`src/verilog/ulrt_pkg.sv`:
```
// Constants and carrier types for the block
package ulrt_pkg;
    // Receive command byte fields
    localparam int RX_LINE_LSB = 0;
    localparam int RX_VBUS_LSB = 2;
    localparam int RX_EVENT_LSB = 4;
    localparam int RX_ID_BIT = 6;
    localparam int RX_ALT_BIT = 7;
    localparam logic [1:0] EVT_IDLE = 2'h0;
    localparam logic [1:0] EVT_ACTIVE = 2'h1;
    localparam logic [1:0] EVT_DISCON = 2'h2;
    localparam logic [1:0] EVT_ERROR = 2'h3;
    localparam logic [1:0] VBUS_BELOW_END = 2'h0;
    localparam logic [1:0] VBUS_END_TO_VALID = 2'h1;
    localparam logic [1:0] VBUS_VALID_TO_VBUS = 2'h2;
    localparam logic [1:0] VBUS_ABOVE_VBUS = 2'h3;
    // Transmit command
    localparam logic [1:0] TXCMD_TYPE = 2'h1;
    localparam logic [1:0] TXCMD_SUB = 2'h0;
    localparam logic [3:0] PID_SOF = 4'h5;
    // Speed and operating modes
    localparam logic [1:0] SPEED_HS = 2'h0;
    localparam logic [1:0] SPEED_FS = 2'h1;
    localparam logic [1:0] SPEED_LS = 2'h2;
    localparam logic [1:0] SPEED_FS4LS = 2'h3;
    localparam logic [1:0] OPMODE_NORMAL = 2'h0;
    localparam logic [1:0] OPMODE_NODRIVE = 2'h1;
    localparam logic [1:0] OPMODE_CHIRP = 2'h2;
    // Bit counts
    localparam logic [5:0] HS_SYNC_BITS = 6'h20;
    localparam logic [5:0] FS_SYNC_BITS = 6'h08;
    localparam logic [5:0] HS_LONG_EOP_BITS = 6'h28;
    localparam logic [5:0] HS_EOP_BITS = 6'h08;
    localparam logic [5:0] FS_SE0_BITS = 6'h02;
    localparam logic [5:0] KEEPALIVE_BITS = 6'h02;
    localparam logic [2:0] STUFF_LIMIT = 3'h6;
    localparam int FIFO_WIDTH = 8;
    localparam int FIFO_DEPTH = 16;
    // Clock cycles per line bit
    localparam logic [7:0] HS_BIT_CYCLES = 8'h01;
    localparam logic [7:0] FS_BIT_CYCLES = 8'h01;
    localparam logic [7:0] LS_BIT_CYCLES = 8'h0D;

    typedef struct packed {
        logic [1:0] speed_select;
        logic termination_select;
        logic [1:0] op_mode;
        logic dplus_pulldown_enable;
        logic dminus_pulldown_enable;
    } ulrt_cfg_t;

    typedef struct packed {
        logic session_end;
        logic session_valid;
        logic vbus_valid;
    } ulrt_vbus_t;

    typedef struct packed {
        logic dp;
        logic dm;
        logic oe;
    } ulrt_line_t;
endpackage

```
`src/verilog/ulrt_top.sv`:
```
// Receive command builder and USB transmitter with input FIFO
// Operation
// - Bits 5:4 carry receive event code
// - Bit 6 shows ID pin level
// - Bit 7 flags unmasked alternate interrupt
// - Line state bits mirror D+ and D-
// - Shared bit-stuffing and NRZI for all speeds
// - Mode decoded from four config settings
// - High-speed packets get 32-bit sync
// - Full/low-speed packets get 8-bit sync
// - Chirp mode disables stuffing and NRZI
// - Host appends 40-bit EOP after high-speed SOF
// - Long EOP only with both pulldowns set
// - Peripheral never appends long EOP
// - Low-speed SOF gives two-bit SE0 keepalive
// - Bits 3:2 encode VBUS level
// - Send command on comparator change, or on line change while not transmitting
`timescale 1ns/1ns

module ulrt_fifo #(
    parameter int WIDTH = 8,
    parameter int DEPTH = 16
) (
    // Clock and reset
    input wire logic clk,
    input wire logic reset,
    input wire logic clk_en,
    // Fill side
    input wire logic [WIDTH-1:0] in_data,
    input wire logic in_valid,
    output logic in_ready,
    // Drain side
    output logic [WIDTH-1:0] out_data,
    output logic out_valid,
    input wire logic out_ready
);
    localparam int AW = $clog2(DEPTH);
    logic [WIDTH-1:0] mem [DEPTH];
    logic [AW-1:0] wr_ptr_reg;
    logic [AW-1:0] rd_ptr_reg;
    logic [AW:0] count_reg;
    logic push;
    logic pop;

    assign in_ready = count_reg != (AW+1)'(DEPTH);
    assign out_valid = count_reg != '0;
    assign out_data = mem[rd_ptr_reg];
    assign push = in_valid && in_ready;
    assign pop = out_valid && out_ready;

    always_ff @(posedge clk) begin
        if (clk_en && push) begin
            mem[wr_ptr_reg] <= in_data;
        end
    end

    always_ff @(posedge clk) begin
        if (reset) begin
            wr_ptr_reg <= '0;
            rd_ptr_reg <= '0;
            count_reg <= '0;
        end else if (clk_en) begin
            if (push) begin
                wr_ptr_reg <= wr_ptr_reg + 1'b1;
            end
            if (pop) begin
                rd_ptr_reg <= rd_ptr_reg + 1'b1;
            end
            if (push && !pop) begin
                count_reg <= count_reg + 1'b1;
            end else if (pop && !push) begin
                count_reg <= count_reg - 1'b1;
            end
        end
    end
endmodule

module ulrt_top (
    // Clock and reset
    input wire logic clk,
    input wire logic reset,
    input wire logic clk_en,
    // Configuration
    input wire ulrt_pkg::ulrt_cfg_t cfg,
    // Pin status
    input wire logic dplus_in,
    input wire logic dminus_in,
    input wire logic id_pin,
    input wire ulrt_pkg::ulrt_vbus_t vbus,
    // Same-clock receiver status
    input wire logic rx_active,
    input wire logic rx_error,
    input wire logic host_disconnect_event,
    input wire logic alt_int_pending,
    // Transmit stream from the link
    input wire logic [7:0] tx_data,
    input wire logic tx_valid,
    input wire logic tx_last,
    output logic tx_ready,
    // Receive command output
    output logic [7:0] rx_cmd,
    output logic rx_cmd_send,
    // Line drive
    output ulrt_pkg::ulrt_line_t line_out,
    output logic tx_busy
);
    typedef enum logic [2:0] {
        ULRT_IDLE, ULRT_SYNC, ULRT_DATA, ULRT_EOP, ULRT_J, ULRT_KEEP
    } ulrt_state_t;

    // Three-flop synchronisers
    logic [5:0] sync1_reg;
    logic [5:0] sync2_reg;
    logic [5:0] sync3_reg;
    logic [5:0] pin_reg;
    logic [5:0] pin_raw;

    assign pin_raw = {vbus.session_end, vbus.session_valid,
                      vbus.vbus_valid, id_pin, dminus_in, dplus_in};

    always_ff @(posedge clk) begin
        if (reset) begin
            sync1_reg <= '0;
            sync2_reg <= '0;
            sync3_reg <= '0;
            pin_reg <= '0;
        end else if (clk_en) begin
            sync1_reg <= pin_raw;
            sync2_reg <= sync1_reg;
            sync3_reg <= sync2_reg;
            for (int i = 0; i < 6; i++) begin
                if (sync2_reg[i] == sync3_reg[i]) begin
                    pin_reg[i] <= sync3_reg[i];
                end
            end
        end
    end

    function automatic logic [1:0] vbus_code(input logic [2:0] v);
        // v = {session_end, session_valid, vbus_valid}
        if (v[0]) begin
            return ulrt_pkg::VBUS_ABOVE_VBUS;
        end else if (v[1]) begin
            return ulrt_pkg::VBUS_VALID_TO_VBUS;
        end else if (!v[2]) begin
            return ulrt_pkg::VBUS_END_TO_VALID;
        end
        return ulrt_pkg::VBUS_BELOW_END;
    endfunction

    logic [1:0] event_code;
    always_comb begin
        if (host_disconnect_event) begin
            event_code = ulrt_pkg::EVT_DISCON;
        end else if (rx_active && rx_error) begin
            event_code = ulrt_pkg::EVT_ERROR;
        end else if (rx_active) begin
            event_code = ulrt_pkg::EVT_ACTIVE;
        end else begin
            event_code = ulrt_pkg::EVT_IDLE;
        end
    end

    logic [7:0] cmd_next;
    always_comb begin
        cmd_next = '0;
        cmd_next[ulrt_pkg::RX_LINE_LSB +: 2] = pin_reg[1:0];
        cmd_next[ulrt_pkg::RX_VBUS_LSB +: 2] = vbus_code(pin_reg[5:3]);
        cmd_next[ulrt_pkg::RX_EVENT_LSB +: 2] = event_code;
        cmd_next[ulrt_pkg::RX_ID_BIT] = pin_reg[2];
        // Masking is done outside the block
        cmd_next[ulrt_pkg::RX_ALT_BIT] = alt_int_pending;
    end

    logic [7:0] cmd_last_reg;
    logic tx_busy_reg;
    always_ff @(posedge clk) begin
        if (reset) begin
            rx_cmd <= '0;
            rx_cmd_send <= 1'b0;
            cmd_last_reg <= '0;
        end else if (clk_en) begin
            rx_cmd <= cmd_next;
            rx_cmd_send <= 1'b0;
            // Own drive is not reported
            if (cmd_next[7:2] != cmd_last_reg[7:2] ||
                (!tx_busy_reg && cmd_next[1:0] != cmd_last_reg[1:0])) begin
                rx_cmd_send <= 1'b1;
                cmd_last_reg <= cmd_next;
            end
        end
    end

    // Transmit path
    logic [7:0] f_data;
    logic f_valid;
    logic f_ready;
    logic f_last_flag;

    ulrt_fifo #(
        .WIDTH(ulrt_pkg::FIFO_WIDTH + 1),
        .DEPTH(ulrt_pkg::FIFO_DEPTH)
    ) u_fifo (
        .clk(clk),
        .reset(reset),
        .clk_en(clk_en),
        .in_data({tx_last, tx_data}),
        .in_valid(tx_valid),
        .in_ready(tx_ready),
        .out_data({f_last_flag, f_data}),
        .out_valid(f_valid),
        .out_ready(f_ready)
    );

    ulrt_state_t state_reg;
    logic [5:0] cnt_reg;
    logic [7:0] bit_tmr_reg;
    logic [7:0] shift_reg;
    logic [3:0] bit_idx_reg;
    logic [2:0] ones_reg;
    logic nrzi_reg;
    logic last_reg;
    logic long_eop_reg;
    logic raw_mode_reg;
    logic [1:0] speed_reg;

    function automatic logic [7:0] bit_cycles(input logic [1:0] spd);
        unique case (spd)
            ulrt_pkg::SPEED_HS: return ulrt_pkg::HS_BIT_CYCLES;
            ulrt_pkg::SPEED_LS: return ulrt_pkg::LS_BIT_CYCLES;
            ulrt_pkg::SPEED_FS, ulrt_pkg::SPEED_FS4LS:
                return ulrt_pkg::FS_BIT_CYCLES;
        endcase
    endfunction

    logic host_mode;
    logic is_sof;
    logic tx_allowed;
    logic bit_tick;
    logic cur_bit;
    logic stuff_now;
    assign host_mode = cfg.dplus_pulldown_enable &&
                       cfg.dminus_pulldown_enable;
    assign is_sof = f_data[7:6] == ulrt_pkg::TXCMD_TYPE &&
                    f_data[5:4] == ulrt_pkg::TXCMD_SUB &&
                    f_data[3:0] == ulrt_pkg::PID_SOF;
    assign tx_allowed = cfg.op_mode != ulrt_pkg::OPMODE_NODRIVE;
    assign bit_tick = bit_tmr_reg == 8'h01;
    assign cur_bit = shift_reg[0];
    assign stuff_now = !raw_mode_reg && ones_reg == ulrt_pkg::STUFF_LIMIT;
    // Command pops at start; data bytes pop at byte end
    assign f_ready = clk_en && f_valid && (
        (state_reg == ULRT_IDLE && tx_allowed) ||
        (state_reg == ULRT_DATA && bit_tick && !stuff_now &&
         bit_idx_reg == 4'h7 && !last_reg));

    always_ff @(posedge clk) begin
        if (reset) begin
            state_reg <= ULRT_IDLE;
            cnt_reg <= '0;
            bit_tmr_reg <= 8'h01;
            shift_reg <= '0;
            bit_idx_reg <= '0;
            ones_reg <= '0;
            nrzi_reg <= 1'b1;
            last_reg <= 1'b0;
            long_eop_reg <= 1'b0;
            raw_mode_reg <= 1'b0;
            speed_reg <= ulrt_pkg::SPEED_FS;
            line_out <= '0;
            tx_busy_reg <= 1'b0;
            tx_busy <= 1'b0;
        end else if (clk_en) begin
            tx_busy <= tx_busy_reg;
            if (state_reg != ULRT_IDLE) begin
                bit_tmr_reg <= bit_tick ? bit_cycles(speed_reg)
                                        : bit_tmr_reg - 8'h01;
            end
            unique case (state_reg)
                ULRT_IDLE: begin
                    line_out <= '0;
                    tx_busy_reg <= 1'b0;
                    if (f_valid && tx_allowed) begin
                        speed_reg <= cfg.speed_select;
                        raw_mode_reg <= cfg.op_mode ==
                                        ulrt_pkg::OPMODE_CHIRP;
                        long_eop_reg <= is_sof && host_mode &&
                            cfg.speed_select == ulrt_pkg::SPEED_HS;
                        last_reg <= f_last_flag;
                        bit_tmr_reg <= bit_cycles(cfg.speed_select);
                        nrzi_reg <= 1'b1;
                        ones_reg <= '0;
                        bit_idx_reg <= '0;
                        // PID then its complement
                        shift_reg <= {~f_data[3:0], f_data[3:0]};
                        tx_busy_reg <= 1'b1;
                        if (is_sof &&
                            cfg.speed_select == ulrt_pkg::SPEED_LS) begin
                            state_reg <= ULRT_KEEP;
                            cnt_reg <= ulrt_pkg::KEEPALIVE_BITS;
                        end else if (cfg.op_mode ==
                                     ulrt_pkg::OPMODE_CHIRP) begin
                            state_reg <= ULRT_DATA;
                        end else begin
                            state_reg <= ULRT_SYNC;
                            cnt_reg <= cfg.speed_select ==
                                       ulrt_pkg::SPEED_HS
                                ? ulrt_pkg::HS_SYNC_BITS
                                : ulrt_pkg::FS_SYNC_BITS;
                        end
                    end
                end
                ULRT_SYNC: if (bit_tick) begin
                    // Sync is KJKJ...KK: the last bit holds the line
                    if (cnt_reg != 6'h01) begin
                        nrzi_reg <= ~nrzi_reg;
                        line_out <= '{dp: ~nrzi_reg, dm: nrzi_reg, oe: 1'b1};
                    end else begin
                        line_out <= '{dp: nrzi_reg, dm: ~nrzi_reg, oe: 1'b1};
                    end
                    cnt_reg <= cnt_reg - 6'h01;
                    if (cnt_reg == 6'h01) begin
                        state_reg <= ULRT_DATA;
                    end
                end
                ULRT_DATA: if (bit_tick) begin
                    if (raw_mode_reg) begin
                        line_out <= '{dp: cur_bit, dm: ~cur_bit, oe: 1'b1};
                    end else if (stuff_now || !cur_bit) begin
                        // Zero or stuffed bit toggles the line
                        line_out <= '{dp: ~nrzi_reg, dm: nrzi_reg,
                                      oe: 1'b1};
                        nrzi_reg <= ~nrzi_reg;
                    end else begin
                        line_out <= '{dp: nrzi_reg, dm: ~nrzi_reg, oe: 1'b1};
                    end
                    if (stuff_now) begin
                        ones_reg <= '0;
                    end else begin
                        ones_reg <= cur_bit ? ones_reg + 3'h1 : 3'h0;
                        shift_reg <= {1'b0, shift_reg[7:1]};
                        bit_idx_reg <= bit_idx_reg + 4'h1;
                        if (bit_idx_reg == 4'h7) begin
                            bit_idx_reg <= '0;
                            if (last_reg) begin
                                // Chirp has no encoded EOP
                                state_reg <= raw_mode_reg ? ULRT_IDLE
                                                          : ULRT_EOP;
                                cnt_reg <= speed_reg == ulrt_pkg::SPEED_HS
                                    ? (long_eop_reg
                                       ? ulrt_pkg::HS_LONG_EOP_BITS
                                       : ulrt_pkg::HS_EOP_BITS)
                                    : ulrt_pkg::FS_SE0_BITS;
                            end else if (f_valid) begin
                                shift_reg <= f_data;
                                last_reg <= f_last_flag;
                            end else begin
                                // Underrun: close the packet cleanly
                                state_reg <= ULRT_EOP;
                                cnt_reg <= ulrt_pkg::FS_SE0_BITS;
                            end
                        end
                    end
                end
                ULRT_EOP: if (bit_tick) begin
                    if (speed_reg == ulrt_pkg::SPEED_HS) begin
                        // HS EOP is a run of stuffing violations
                        line_out <= '{dp: ~nrzi_reg, dm: nrzi_reg,
                                      oe: 1'b1};
                    end else begin
                        line_out <= '{dp: 1'b0, dm: 1'b0, oe: 1'b1};
                    end
                    cnt_reg <= cnt_reg - 6'h01;
                    if (cnt_reg == 6'h01) begin
                        state_reg <= speed_reg == ulrt_pkg::SPEED_HS
                                     ? ULRT_IDLE : ULRT_J;
                    end
                end
                ULRT_J: if (bit_tick) begin
                    line_out <= '{dp: speed_reg != ulrt_pkg::SPEED_LS,
                                  dm: speed_reg == ulrt_pkg::SPEED_LS,
                                  oe: 1'b1};
                    state_reg <= ULRT_IDLE;
                end
                ULRT_KEEP: if (bit_tick) begin
                    line_out <= '{dp: 1'b0, dm: 1'b0, oe: 1'b1};
                    cnt_reg <= cnt_reg - 6'h01;
                    if (cnt_reg == 6'h01) begin
                        state_reg <= ULRT_J;
                    end
                end
            endcase
        end
    end
endmodule

```
`config.mk`:
```
export PLATFORM = sky130hd
export DESIGN_NAME = ulrt_top
export DESIGN_NICKNAME = d
export VERILOG_FILES = /design/src/verilog/ulrt_pkg.sv /design/src/verilog/ulrt_top.sv
export SDC_FILE = /design/constraint.sdc
export NUM_CORES = 1
export LEC_CHECK = 0
export CAP_MARGIN = 20
export CORE_MARGIN = 1
export CORE_UTILIZATION = 63
export CTS_CLUSTER_DIAMETER = 80
export DETAILED_ROUTE_END_ITERATION = 10
export DONT_BUFFER_PORTS = 1
export PLACE_DENSITY_LB_ADDON = 0.3
export SYNTH_ARGS = -nofsm -noshare
export SYNTH_HDL_FRONTEND = slang
export SYNTH_SLANG_ARGS = --single-unit
```
`constraint.sdc`:
```
create_clock -name clk -period 4.5 [get_ports clk]
set_clock_uncertainty 0.1 [all_clocks]
set_input_delay 0.9 -clock clk [delete_from_list [all_inputs] [get_ports clk]]
set_output_delay 0.9 -clock clk [all_outputs]
set_load 0.02 [all_outputs]
```
==> results of run 1 <==
[routing by layer]
| metal | global-route usage, % | share of wire, % | vias up | wire [um] |
|---|---|---|---|---|
| met1 | 32.6 | 40 | 3425 | 8850 |
| met4 | 9.50 | 3.0 | 0 | 657 |
| met3 | 3.70 | 5.5 | 47 | 1220 |
| met2 | 45.7 | 51 | 247 | 11300 |
| met5 | 0 | 0 | - | 0 |
| li1 | - | - | 3171 | - |
[layout by cell type, fill, tap and decap left out, drive strengths merged, types with 3 or more instances in the layout]
master	netlist	layout
a211oi	5	5
a21o	8	8
a21oi	43	43
a221oi	8	8
a22o	3	3
a22oi	9	9
a311oi	7	7
a31oi	10	10
and2	9	9
and3	3	3
buf	20	13
clkbuf	24	35
clkinv	0	9
dfxtp	101	101
edfxtp	144	144
ha	16	16
inv	18	18
mux2i	51	51
mux4	30	30
nand2	55	55
nand2b	10	10
nand3	20	20
nand3b	5	5
nand4	4	4
nor2	107	107
nor2b	6	6
nor3	18	18
nor4	7	7
o21a	9	9
o21ai	33	33
o22ai	4	4
or3	5	5
xnor2	17	17
xor2	8	8
[power breakdown]
part           leakage (nW)  switching, mW  internal [mW]  total [mW]
Combinational          1.46          0.797          0.658        1.46
Clock                 0.360          0.816           1.04        1.85
Sequential             2.12          0.186           2.51        2.70
[path summary, 6_finish.rpt]
check                                                from                          endpoint  cells past startpoint
worst min register to register  sync3_reg[5]$_SDFFE_PP0P_           pin_reg[5]$_SDFFE_PP0P_                      2
worst min-delay path                                reset         state_reg[2]$_SDFFE_PP0P_                      1
worst max-delay path            state_reg[2]$_SDFFE_PP0P_  u_fifo.count_reg[4]$_SDFFE_PP0P_                     14
worst max register to register  state_reg[2]$_SDFFE_PP0P_  u_fifo.count_reg[4]$_SDFFE_PP0P_                     14
[cell usage after synthesis, types with 4 or more instances]
master	number
xnor2_1	17
nor3_1	18
mux4_1	10
nor2_1	107
a221oi_1	7
a211oi_1	4
o21ai_0	31
and2_1	8
nand2_1	55
dfxtp_1	101
a31oi_1	10
buf_1	5
or3_1	5
nand3b_1	5
nand3_1	20
xor2_1	8
a22oi_1	9
a311oi_1	7
inv_1	18
buf_2	5
mux4_2	20
buf_6	5
edfxtp_1	144
a21o_1	8
o22ai_1	4
nor4_1	5
nor2b_1	6
o21a_1	9
clkbuf_1	24
mux2i_1	51
ha_1	16
nand2b_1	10
nand4_1	4
a21oi_1	43
[cell type report]
| class | instances | area share (%) |
|---|---|---|
| timing repair buffer | 15 | 0.959 |
| multi-input combinational | 543 | 34.4 |
| sequential | 245 | 55.3 |
| clock buffer | 33 | 5.79 |
| inverter | 18 | 0.588 |
| tap | 220 | 2.40 |
| clock inverter | 9 | 0.578 |
[worst register-to-register path: cells and delay by family (launching register included)]
kind	cells	cell delay [ps]
adder cells (fa/ha/maj)	2	500
buffers and inverters	2	280
flip-flops	1	480
XOR/XNOR	2	320
AO/OA/AOI/OAI	3	890
AND/OR/NAND/NOR	5	1420
[logic make-up (layout without fill, tap and decap cells)]
| family | Yosys count | in the layout | synth area share, % |
|---|---|---|---|
| compound gates | 159 | 159 | 9.83 |
| xor+xnor | 25 | 25 | 2.07 |
| fa+ha+maj | 17 | 17 | 2.08 |
| buf+inv | 62 | 75 | 3.02 |
| flops | 245 | 245 | 59.9 |
| mux | 82 | 82 | 11.7 |
| simple gates | 260 | 260 | 11.5 |
[through the flow]
stage / cell area, um^2 / hold slack, ps / power [mW]
6_report: 11500 / 354 / 6.00
5_1_grt: 11500 / 331 / 6.27
4_1_cts: 11500 / 332 / 6.02
3_5_place_dp: 10700 / 349 / 4.17
3_3_place_gp: 10700 / 334 / 4.10
2_1_floorplan: 10600 / 335 / 3.89
==> impl_metrics.tcl, run 1 <==
set metrics [dict create \
    min-delay-path-class "in2reg" \
    largest_reg_flops 144 \
    grt.total_usage_pct 25.9 \
    cts-hold-fix-buffers 0 \
    cp_top_family "simple AND/OR/NAND/NOR gates" \
    fin_cells 1083 \
    setup_ws_ps 387 \
    htreeDepth 1 \
    top_register "u_fifo.mem" \
    fmax_ghz 0.243 \
    status "completed" \
    cts_resized 0 \
    area_growth_pct 8.35 \
    cts.sinks 245 \
    crit_chain "nand2b_1 > or2_2 > or4_1 > a211oi_2 > inv_1 > ha_1 > inv_1 > ha_1 > a21o_1 > a21oi_1 > xnor2_1 > nand2_1 > xnor2_1 > nor2_1" \
    peakVddDrop_mv 0.326 \
    drv_cap 0 \
    drive_gt1_share_pct 9.62 \
    fillCellCount 1131 \
    finalCritPeriodShare_pct 91.4 \
    slowest_stage "or4_1" \
    rrSetupSlack_ps 390 \
    rsz0062_at_grt "false" \
    ys.flop_type "edfxtp_1" \
    worst_setup_path_start_kind "flop" \
    dp.cells 1039 \
    place_congestion 0.873 \
    post-cts-setup-buffers 0 \
    root_buffer "clkbuf_16" \
    finalMaxSlewViolations 0 \
    static-leakage-power_nw 3.94 \
    post-place-ws_ps 463 \
    post-route-util_pct 69.5 \
    cp-end-kind "flop" \
    arrival_ps 4420 \
    num_vias 6890 \
    antenna_cells 0 \
    final_nets 894 \
    hpwlAfterDp_mm 14.7 \
    synth_async_sr_flop_share_pct 0 \
    die_area_um2 17300 \
    netlist_area_um2 10600 \
    syn_inst 850 \
    grt_max_degree 97 \
    slew_headroom_pct 27.7 \
    syn_avg_cell_area_um2 12.5 \
    grt_pass1_vias 6874 \
    yosys_warnings 0 \
    wire_per_inst_um 20.3 \
    setup_viol 0 \
    core_region_area_um2 16500 \
    synth_enable_flop_cells 144 \
    synth_nets 897 \
    clkLatencyLatePin_ps 530 \
    die_w_um 132 \
    tightest_slew_ps 1080 \
    wl_mm 22.0 \
    antenna_found_initial 0 \
    gr-total-overflow 0 \
    numCtsBuffers 24 \
    synth-seq-area-share_pct 59.9 \
    drt_iter0_drc 638 \
    hold_viol 0 \
    firstDrtPassIters 5 \
    synth_area_leaders "edfxtp_1, dfxtp_1, mux2i_1, mux4_2, nor2_1" \
    cts_tree "built" \
    cp.buffers_inverters 2 \
    yosys.area.top_type "edfxtp_1" \
    regArea_um2 6350 \
    detail-route-antenna-nets 0 \
    dieHeight_um 132 \
    ioPinCount 44 \
    grt_pass1_wl_mm 35.5 \
    clk_pin_slew_ps 60 \
    synth_top_area_share_pct 40.8 \
    cp.required_ps 4810 \
    num_rows 47 \
    port_buffers 0 \
    cp_slowest_stage_delay_ps 560 \
    worstSetupPathType "reg2reg" \
    start_util_pct 64.1 \
    drc_errors 0 \
    multi_input_area_um2 3950 \
    power.density_nw_per_um2 523 \
    finalSetupTns_ps 0 \
    viasPerCell 6.36 \
    finalCriticalPeriod_ps 4110 \
    synth-seq-cells 245 \
    cp_max_fo 18 \
    clk_path_buf_depth 3 \
    yosysUniqueCellTypes 68 \
]
No activity file was read; power rests on OpenSTA's default activity.
==> inputs of run 2 (changes only) <==
- SYNTH_HIERARCHICAL: not set -> 1
==> run 2 against run 1 <==
  * Core utilization grew 0.49 points
  * Sequential share of layout area is 0.58 points lower
  * Die area increased by 0.93%
  * Sequential power decreased by 2%
  * Combinational power down 28%
  * Largest power group unchanged
  * Largest cell class unchanged
  * Cell area increased by 1.1%
  * Critical path depth decreased by 5
  * Synthesized area is 0.94% higher
  * Final cell count about the same
  * Critical path type unchanged
  * First-iteration DRC count fell by 8.9%
==> impl_metrics.tcl, run 2 <==
set metrics [dict create \
    wire_per_inst_um 20.3 \
    cts_resized 0 \
    slew_headroom_pct 25.6 \
    worstSetupPathType "reg2reg" \
    fillCellCount 1114 \
    grt.total_usage_pct 25.7 \
    largest_reg_flops 144 \
    top_register "u_fifo/mem" \
    netlist_area_um2 10700 \
    drive_gt1_share_pct 11.0 \
    drv_cap 0 \
    cp-end-kind "flop" \
    synth_enable_flop_cells 144 \
    synth-seq-cells 245 \
    worst_setup_path_start_kind "flop" \
    final_cell_area_um2 11600 \
    synth_common_cells "edfxtp_1, dfxtp_1, nor2_1" \
    synth_area_leaders "edfxtp_1, dfxtp_1, mux4_2, nor2_1, mux2i_1" \
    finalMaxSlewViolations 0 \
    tightest_slew_ps 1110 \
    min-delay-path-class "in2reg" \
    num_rows 47 \
    status "completed" \
    placed_cell_area_um2 10800 \
    grt_pass1_wl_mm 35.4 \
    antenna_cells 0 \
    final_nets 893 \
    post-place-ws_ps 619 \
    clk_path_buf_depth 3 \
    num_vias 6950 \
    yosys_warnings 6 \
    finalCritPeriodShare_pct 87.4 \
    firstDrtPassIters 5 \
    cts-hold-fix-buffers 0 \
    fmax_ghz 0.254 \
    root_buffer "clkbuf_16" \
    start_util_pct 64.5 \
    viasPerCell 6.41 \
    place_congestion 0.875 \
    antenna_found_initial 0 \
    final_common_cell "edfxtp_1" \
    yosysMostFrequentCell "edfxtp_1" \
    port_buffers 0 \
    clkLatencyLatePin_ps 540 \
    rsz0062_at_grt "false" \
    yosysUniqueCellTypes 74 \
    grt_max_degree 92 \
    grt_pass1_vias 6908 \
    finalSetupTns_ps 0 \
    syn_inst 861 \
    area_growth_pct 8.47 \
    core_region_area_um2 16600 \
    cts.sinks 245 \
    slowest_stage "nor4b_1" \
    htreeDepth 1 \
    cp.required_ps 4800 \
    cp_slowest_stage_delay_ps 680 \
    cp_top_family "compound AO/OA/AOI/OAI gates" \
    yosys.area.top_type "edfxtp_1" \
    clk_pin_slew_ps 60 \
    synth_top_area_share_pct 40.4 \
    hpwlAfterDp_mm 14.4 \
    synth_async_sr_flop_share_pct 0 \
    setup_ws_ps 569 \
    hold_viol 0 \
    ys.flop_type "edfxtp_1" \
    cts_tree "built" \
    ioPinCount 44 \
    die_w_um 132 \
    synth-seq-area-share_pct 59.3 \
    cp.buffers_inverters 1 \
    dieHeight_um 132 \
    finalCriticalPeriod_ps 3930 \
    drc_errors 0 \
    post-cts-setup-buffers 0 \
    gr-total-overflow 0 \
    synth_nets 908 \
    numCtsBuffers 25 \
    arrival_ps 4230 \
    static-leakage-power_nw 3.93 \
    setup_viol 0 \
    die_area_um2 17500 \
    detail-route-antenna-nets 0 \
    peakVddDrop_mv 0.342 \
    crit_chain "buf_12 > mux4_2 > a22oi_1 > nand2_1 > nor4b_1 > a31oi_1 > o32a_1 > o311ai_0 > o41ai_1" \
    syn_avg_cell_area_um2 12.4 \
    power.density_nw_per_um2 485 \
    cp_max_fo 30 \
    power_mw 5.63 \
    wl_mm 22.0 \
    mostFrequentLayoutCells "edfxtp_1, dfxtp_1, nor2_1" \
    drt_iter0_drc 581 \
]
[run 2: cell type report]
| cell class | instances | area [um^2] | area share, % |
|---|---|---|---|
| repair buffers | 5 | 50.0 | 0.431 |
| well taps | 220 | 275 | 2.37 |
| clock inverters | 6 | 46.3 | 0.399 |
| inverters | 15 | 56.3 | 0.485 |
| clock buffers | 39 | 729 | 6.29 |
| flip-flops and latches | 245 | 6350 | 54.7 |
| multi-input cells | 554 | 4100 | 35.3 |
[run 2: kinds of logic (layout without fill, tap and decap cells)]
group	count (synthesis)	count (layout)	synth area share, %
DFF	245	245	59.3
AOI/OAI and AO/OA	184	184	11.5
muxes	71	71	10.9
adders and majority gates	17	17	2.06
and+or+nand+nor	266	266	12.6
buffers and inverters	62	65	2.36
xor gates and xnor gates	16	16	1.31
[run 2: through the flow]
stage                     instances  util [%]  hold WS, ps
after floorplan                 861         -          334
after global placement         1039      65.3          335
after detailed placement       1039      65.3          347
after CTS                      1084      70.0          310
after global routing           1084      70.0          327
final                          1084      70.0          338
[run 2: report_power, final]
part / total, mW / leakage (nW) / switching (mW) / internal (mW)
sequential: 2.64 / 2.12 / 0.150 / 2.49
combinational: 1.05 / 1.43 / 0.632 / 0.417
clock: 1.94 / 0.377 / 0.824 / 1.12
total: 5.63 / 3.93 / 1.61 / 4.02
[run 2: path summary, 6_finish.rpt]
check | startpoint | end | slack, ps | cells after the start
min reg2reg | shift_reg[4]$_SDFFE_PP0P_ | shift_reg[4]$_SDFFE_PP0P_ | 360 | 2
min | reset | cnt_reg[4]$_SDFFE_PP0P_ | 340 | 1
max reg2reg | flop | cnt_reg[3]$_SDFFE_PP0P_ | 570 | 9
max | flop | cnt_reg[3]$_SDFFE_PP0P_ | 570 | 9
[run 2: layer usage]
| layer | vias to the layer above | GRT usage (%) | share of wire, % |
|---|---|---|---|
| met2 | 204 | 45.6 | 51 |
| met4 | 0 | 8.05 | 2.3 |
| met1 | 3462 | 32.3 | 41 |
| li1 | 3238 | - | - |
| met3 | 46 | 4.54 | 5.4 |
| met5 | - | 0 | 0 |
[run 2: worst register-to-register path, stage by stage (launching register included)]
cell and delay [ps]:
dfxtp_2 480, buf_12 290, mux4_2 560, a22oi_1 300, nand2_1 130, nor4b_1 680
a31oi_1 320, o32a_1 340, o311ai_0 440, o41ai_1 150
==> inputs of run 3 (changes only) <==
- RECOVER_POWER: not set -> 100
- SKIP_LAST_GASP: not set -> 1
==> run 3 against run 2 <==
  * Maximum frequency is 0.43% lower
  * Cell area down 0.30%
  * Total power decreased by 0.39%
  * Sequential power barely moved
  * Count of clock-buffer cells in the layout is the same
  * Final cell count unchanged
  * Flip-flop and latch count did not move
  * Critical path depth unchanged
  * Non-clock buffer count is the same
  * Routed wire length increased by 0.19%
  * First-iteration DRC count up 10%
  * Die area unchanged
  * Highest routed layer unchanged
==> impl_metrics.tcl, run 3 (synthesized netlist as in run 2, its figures left out) <==
set metrics [dict create \
    status "completed" \
    rsz0062_at_grt "false" \
    drt_iter0_drc 641 \
    detail-route-antenna-nets 0 \
    area_growth_pct 8.14 \
    post-place-ws_ps 619 \
    fmax_ghz 0.253 \
    setup_viol 0 \
    firstDrtPassIters 5 \
    clk_pin_slew_ps 60 \
    clkLatencyLatePin_ps 540 \
    htreeDepth 1 \
    arrival_ps 4250 \
    drive_gt1_share_pct 10.3 \
    dieHeight_um 132 \
    tightest_slew_ps 1110 \
    cp-end-kind "flop" \
    wire_per_inst_um 20.3 \
    num_vias 6990 \
    slew_headroom_pct 25.5 \
    grt_pass1_vias 6908 \
    worst_setup_path_start_kind "flop" \
    cts.sinks 245 \
    finalCriticalPeriod_ps 3950 \
    core_region_area_um2 16600 \
    top_register "u_fifo/mem" \
    place_congestion 0.875 \
    final_common_cell "edfxtp_1" \
    cts-hold-fix-buffers 0 \
    mostFrequentLayoutCells "edfxtp_1, dfxtp_1, nor2_1" \
    die_w_um 132 \
    cts_resized 0 \
    static-leakage-power_nw 3.90 \
    port_buffers 0 \
    antenna_cells 0 \
    die_area_um2 17500 \
    post-cts-setup-buffers 0 \
    drv_cap 0 \
    grt.total_usage_pct 25.7 \
    hpwlAfterDp_mm 14.4 \
    ioPinCount 44 \
    grt_max_degree 92 \
    worstSetupPathType "reg2reg" \
    clk_path_buf_depth 3 \
    cp.required_ps 4800 \
    numCtsBuffers 25 \
    gr-total-overflow 0 \
    wl_mm 22.0 \
    viasPerCell 6.45 \
    peakVddDrop_mv 0.342 \
    finalCritPeriodShare_pct 87.7 \
    antenna_found_initial 0 \
    cp_max_fo 30 \
    hold_viol 0 \
    setup_ws_ps 552 \
    largest_reg_flops 144 \
    root_buffer "clkbuf_16" \
    min-delay-path-class "in2reg" \
    final_nets 893 \
    grt_pass1_wl_mm 35.4 \
    finalMaxSlewViolations 0 \
    finalSetupTns_ps 0 \
    power.density_nw_per_um2 485 \
    drc_errors 0 \
    cts_tree "built" \
    start_util_pct 64.5 \
    num_rows 47 \
]
[run 3: changes by cell type in the layout (fill, tap and decap cells not counted)]
cell	before	now
and2_0	0	18
o21ai_2	1	0
o211ai_2	2	0
and2_1	27	9
o211ai_1	5	8
o21ai_0	35	36
clkbuf_1	10	12
buf_4	4	2
o211ai_4	1	0
[run 3: path summary, 6_finish.rpt]
path / from / endpoint / slack [ps] / cells past startpoint
worst min-delay path: reset / cnt_reg[4]$_SDFFE_PP0P_ / 340 / 1
worst max register to register: flop / cnt_reg[3]$_SDFFE_PP0P_ / 550 / 9
worst max-delay path: flop / cnt_reg[3]$_SDFFE_PP0P_ / 550 / 9
worst min register to register: shift_reg[4]$_SDFFE_PP0P_ / shift_reg[4]$_SDFFE_PP0P_ / 360 / 2
[run 3: critical path: stages, from the launching register on]
cell and delay (ps):
dfxtp_2 480, buf_12 280, mux4_2 540, a22oi_1 300
nand2_1 130, nor4b_1 680, a31oi_1 320, o32a_1 340
o311ai_0 450, o41ai_1 150
[run 3: per-stage QoR]
step                      std cells  area, um^2  hold slack [ps]  total power, mW  utilization [%]
after global routing           1084       11600              327             5.85             69.8
after CTS                      1084       11600              310             5.65             70.0
final                          1084       11600              337             5.61             69.8
after floorplan                 861       10700              334             3.53                -
after detailed placement       1039       10800              347             3.72             65.3
after global placement         1039       10800              335             3.67             65.3
[run 3: area by class of cell]
type | instances | area (um^2)
Clock inverter | 6 | 46.3
Clock buffer | 39 | 729
Inverter | 15 | 56.3
Fill cell | 1120 | 5010
Tap cell | 220 | 275
Multi-Input combinational cell | 554 | 4070
Timing Repair Buffer | 5 | 42.5
Sequential cell | 245 | 6350
[run 3: power by group]
group	total [mW]	switching [mW]	internal (mW)
logic	1.03	0.621	0.406
registers	2.64	0.150	2.49
clock network	1.94	0.824	1.12
total	5.61	1.60	4.01
[run 3: metal layers]
layer / global-route usage, % / up-vias / wire length, um
li1: - / 3243 / -
met1: 32.3 / 3480 / 8980
met2: 45.6 / 221 / 11300
met3: 4.54 / 46 / 1270
met4: 8.05 / 0 / 511
met5: 0 / - / 0
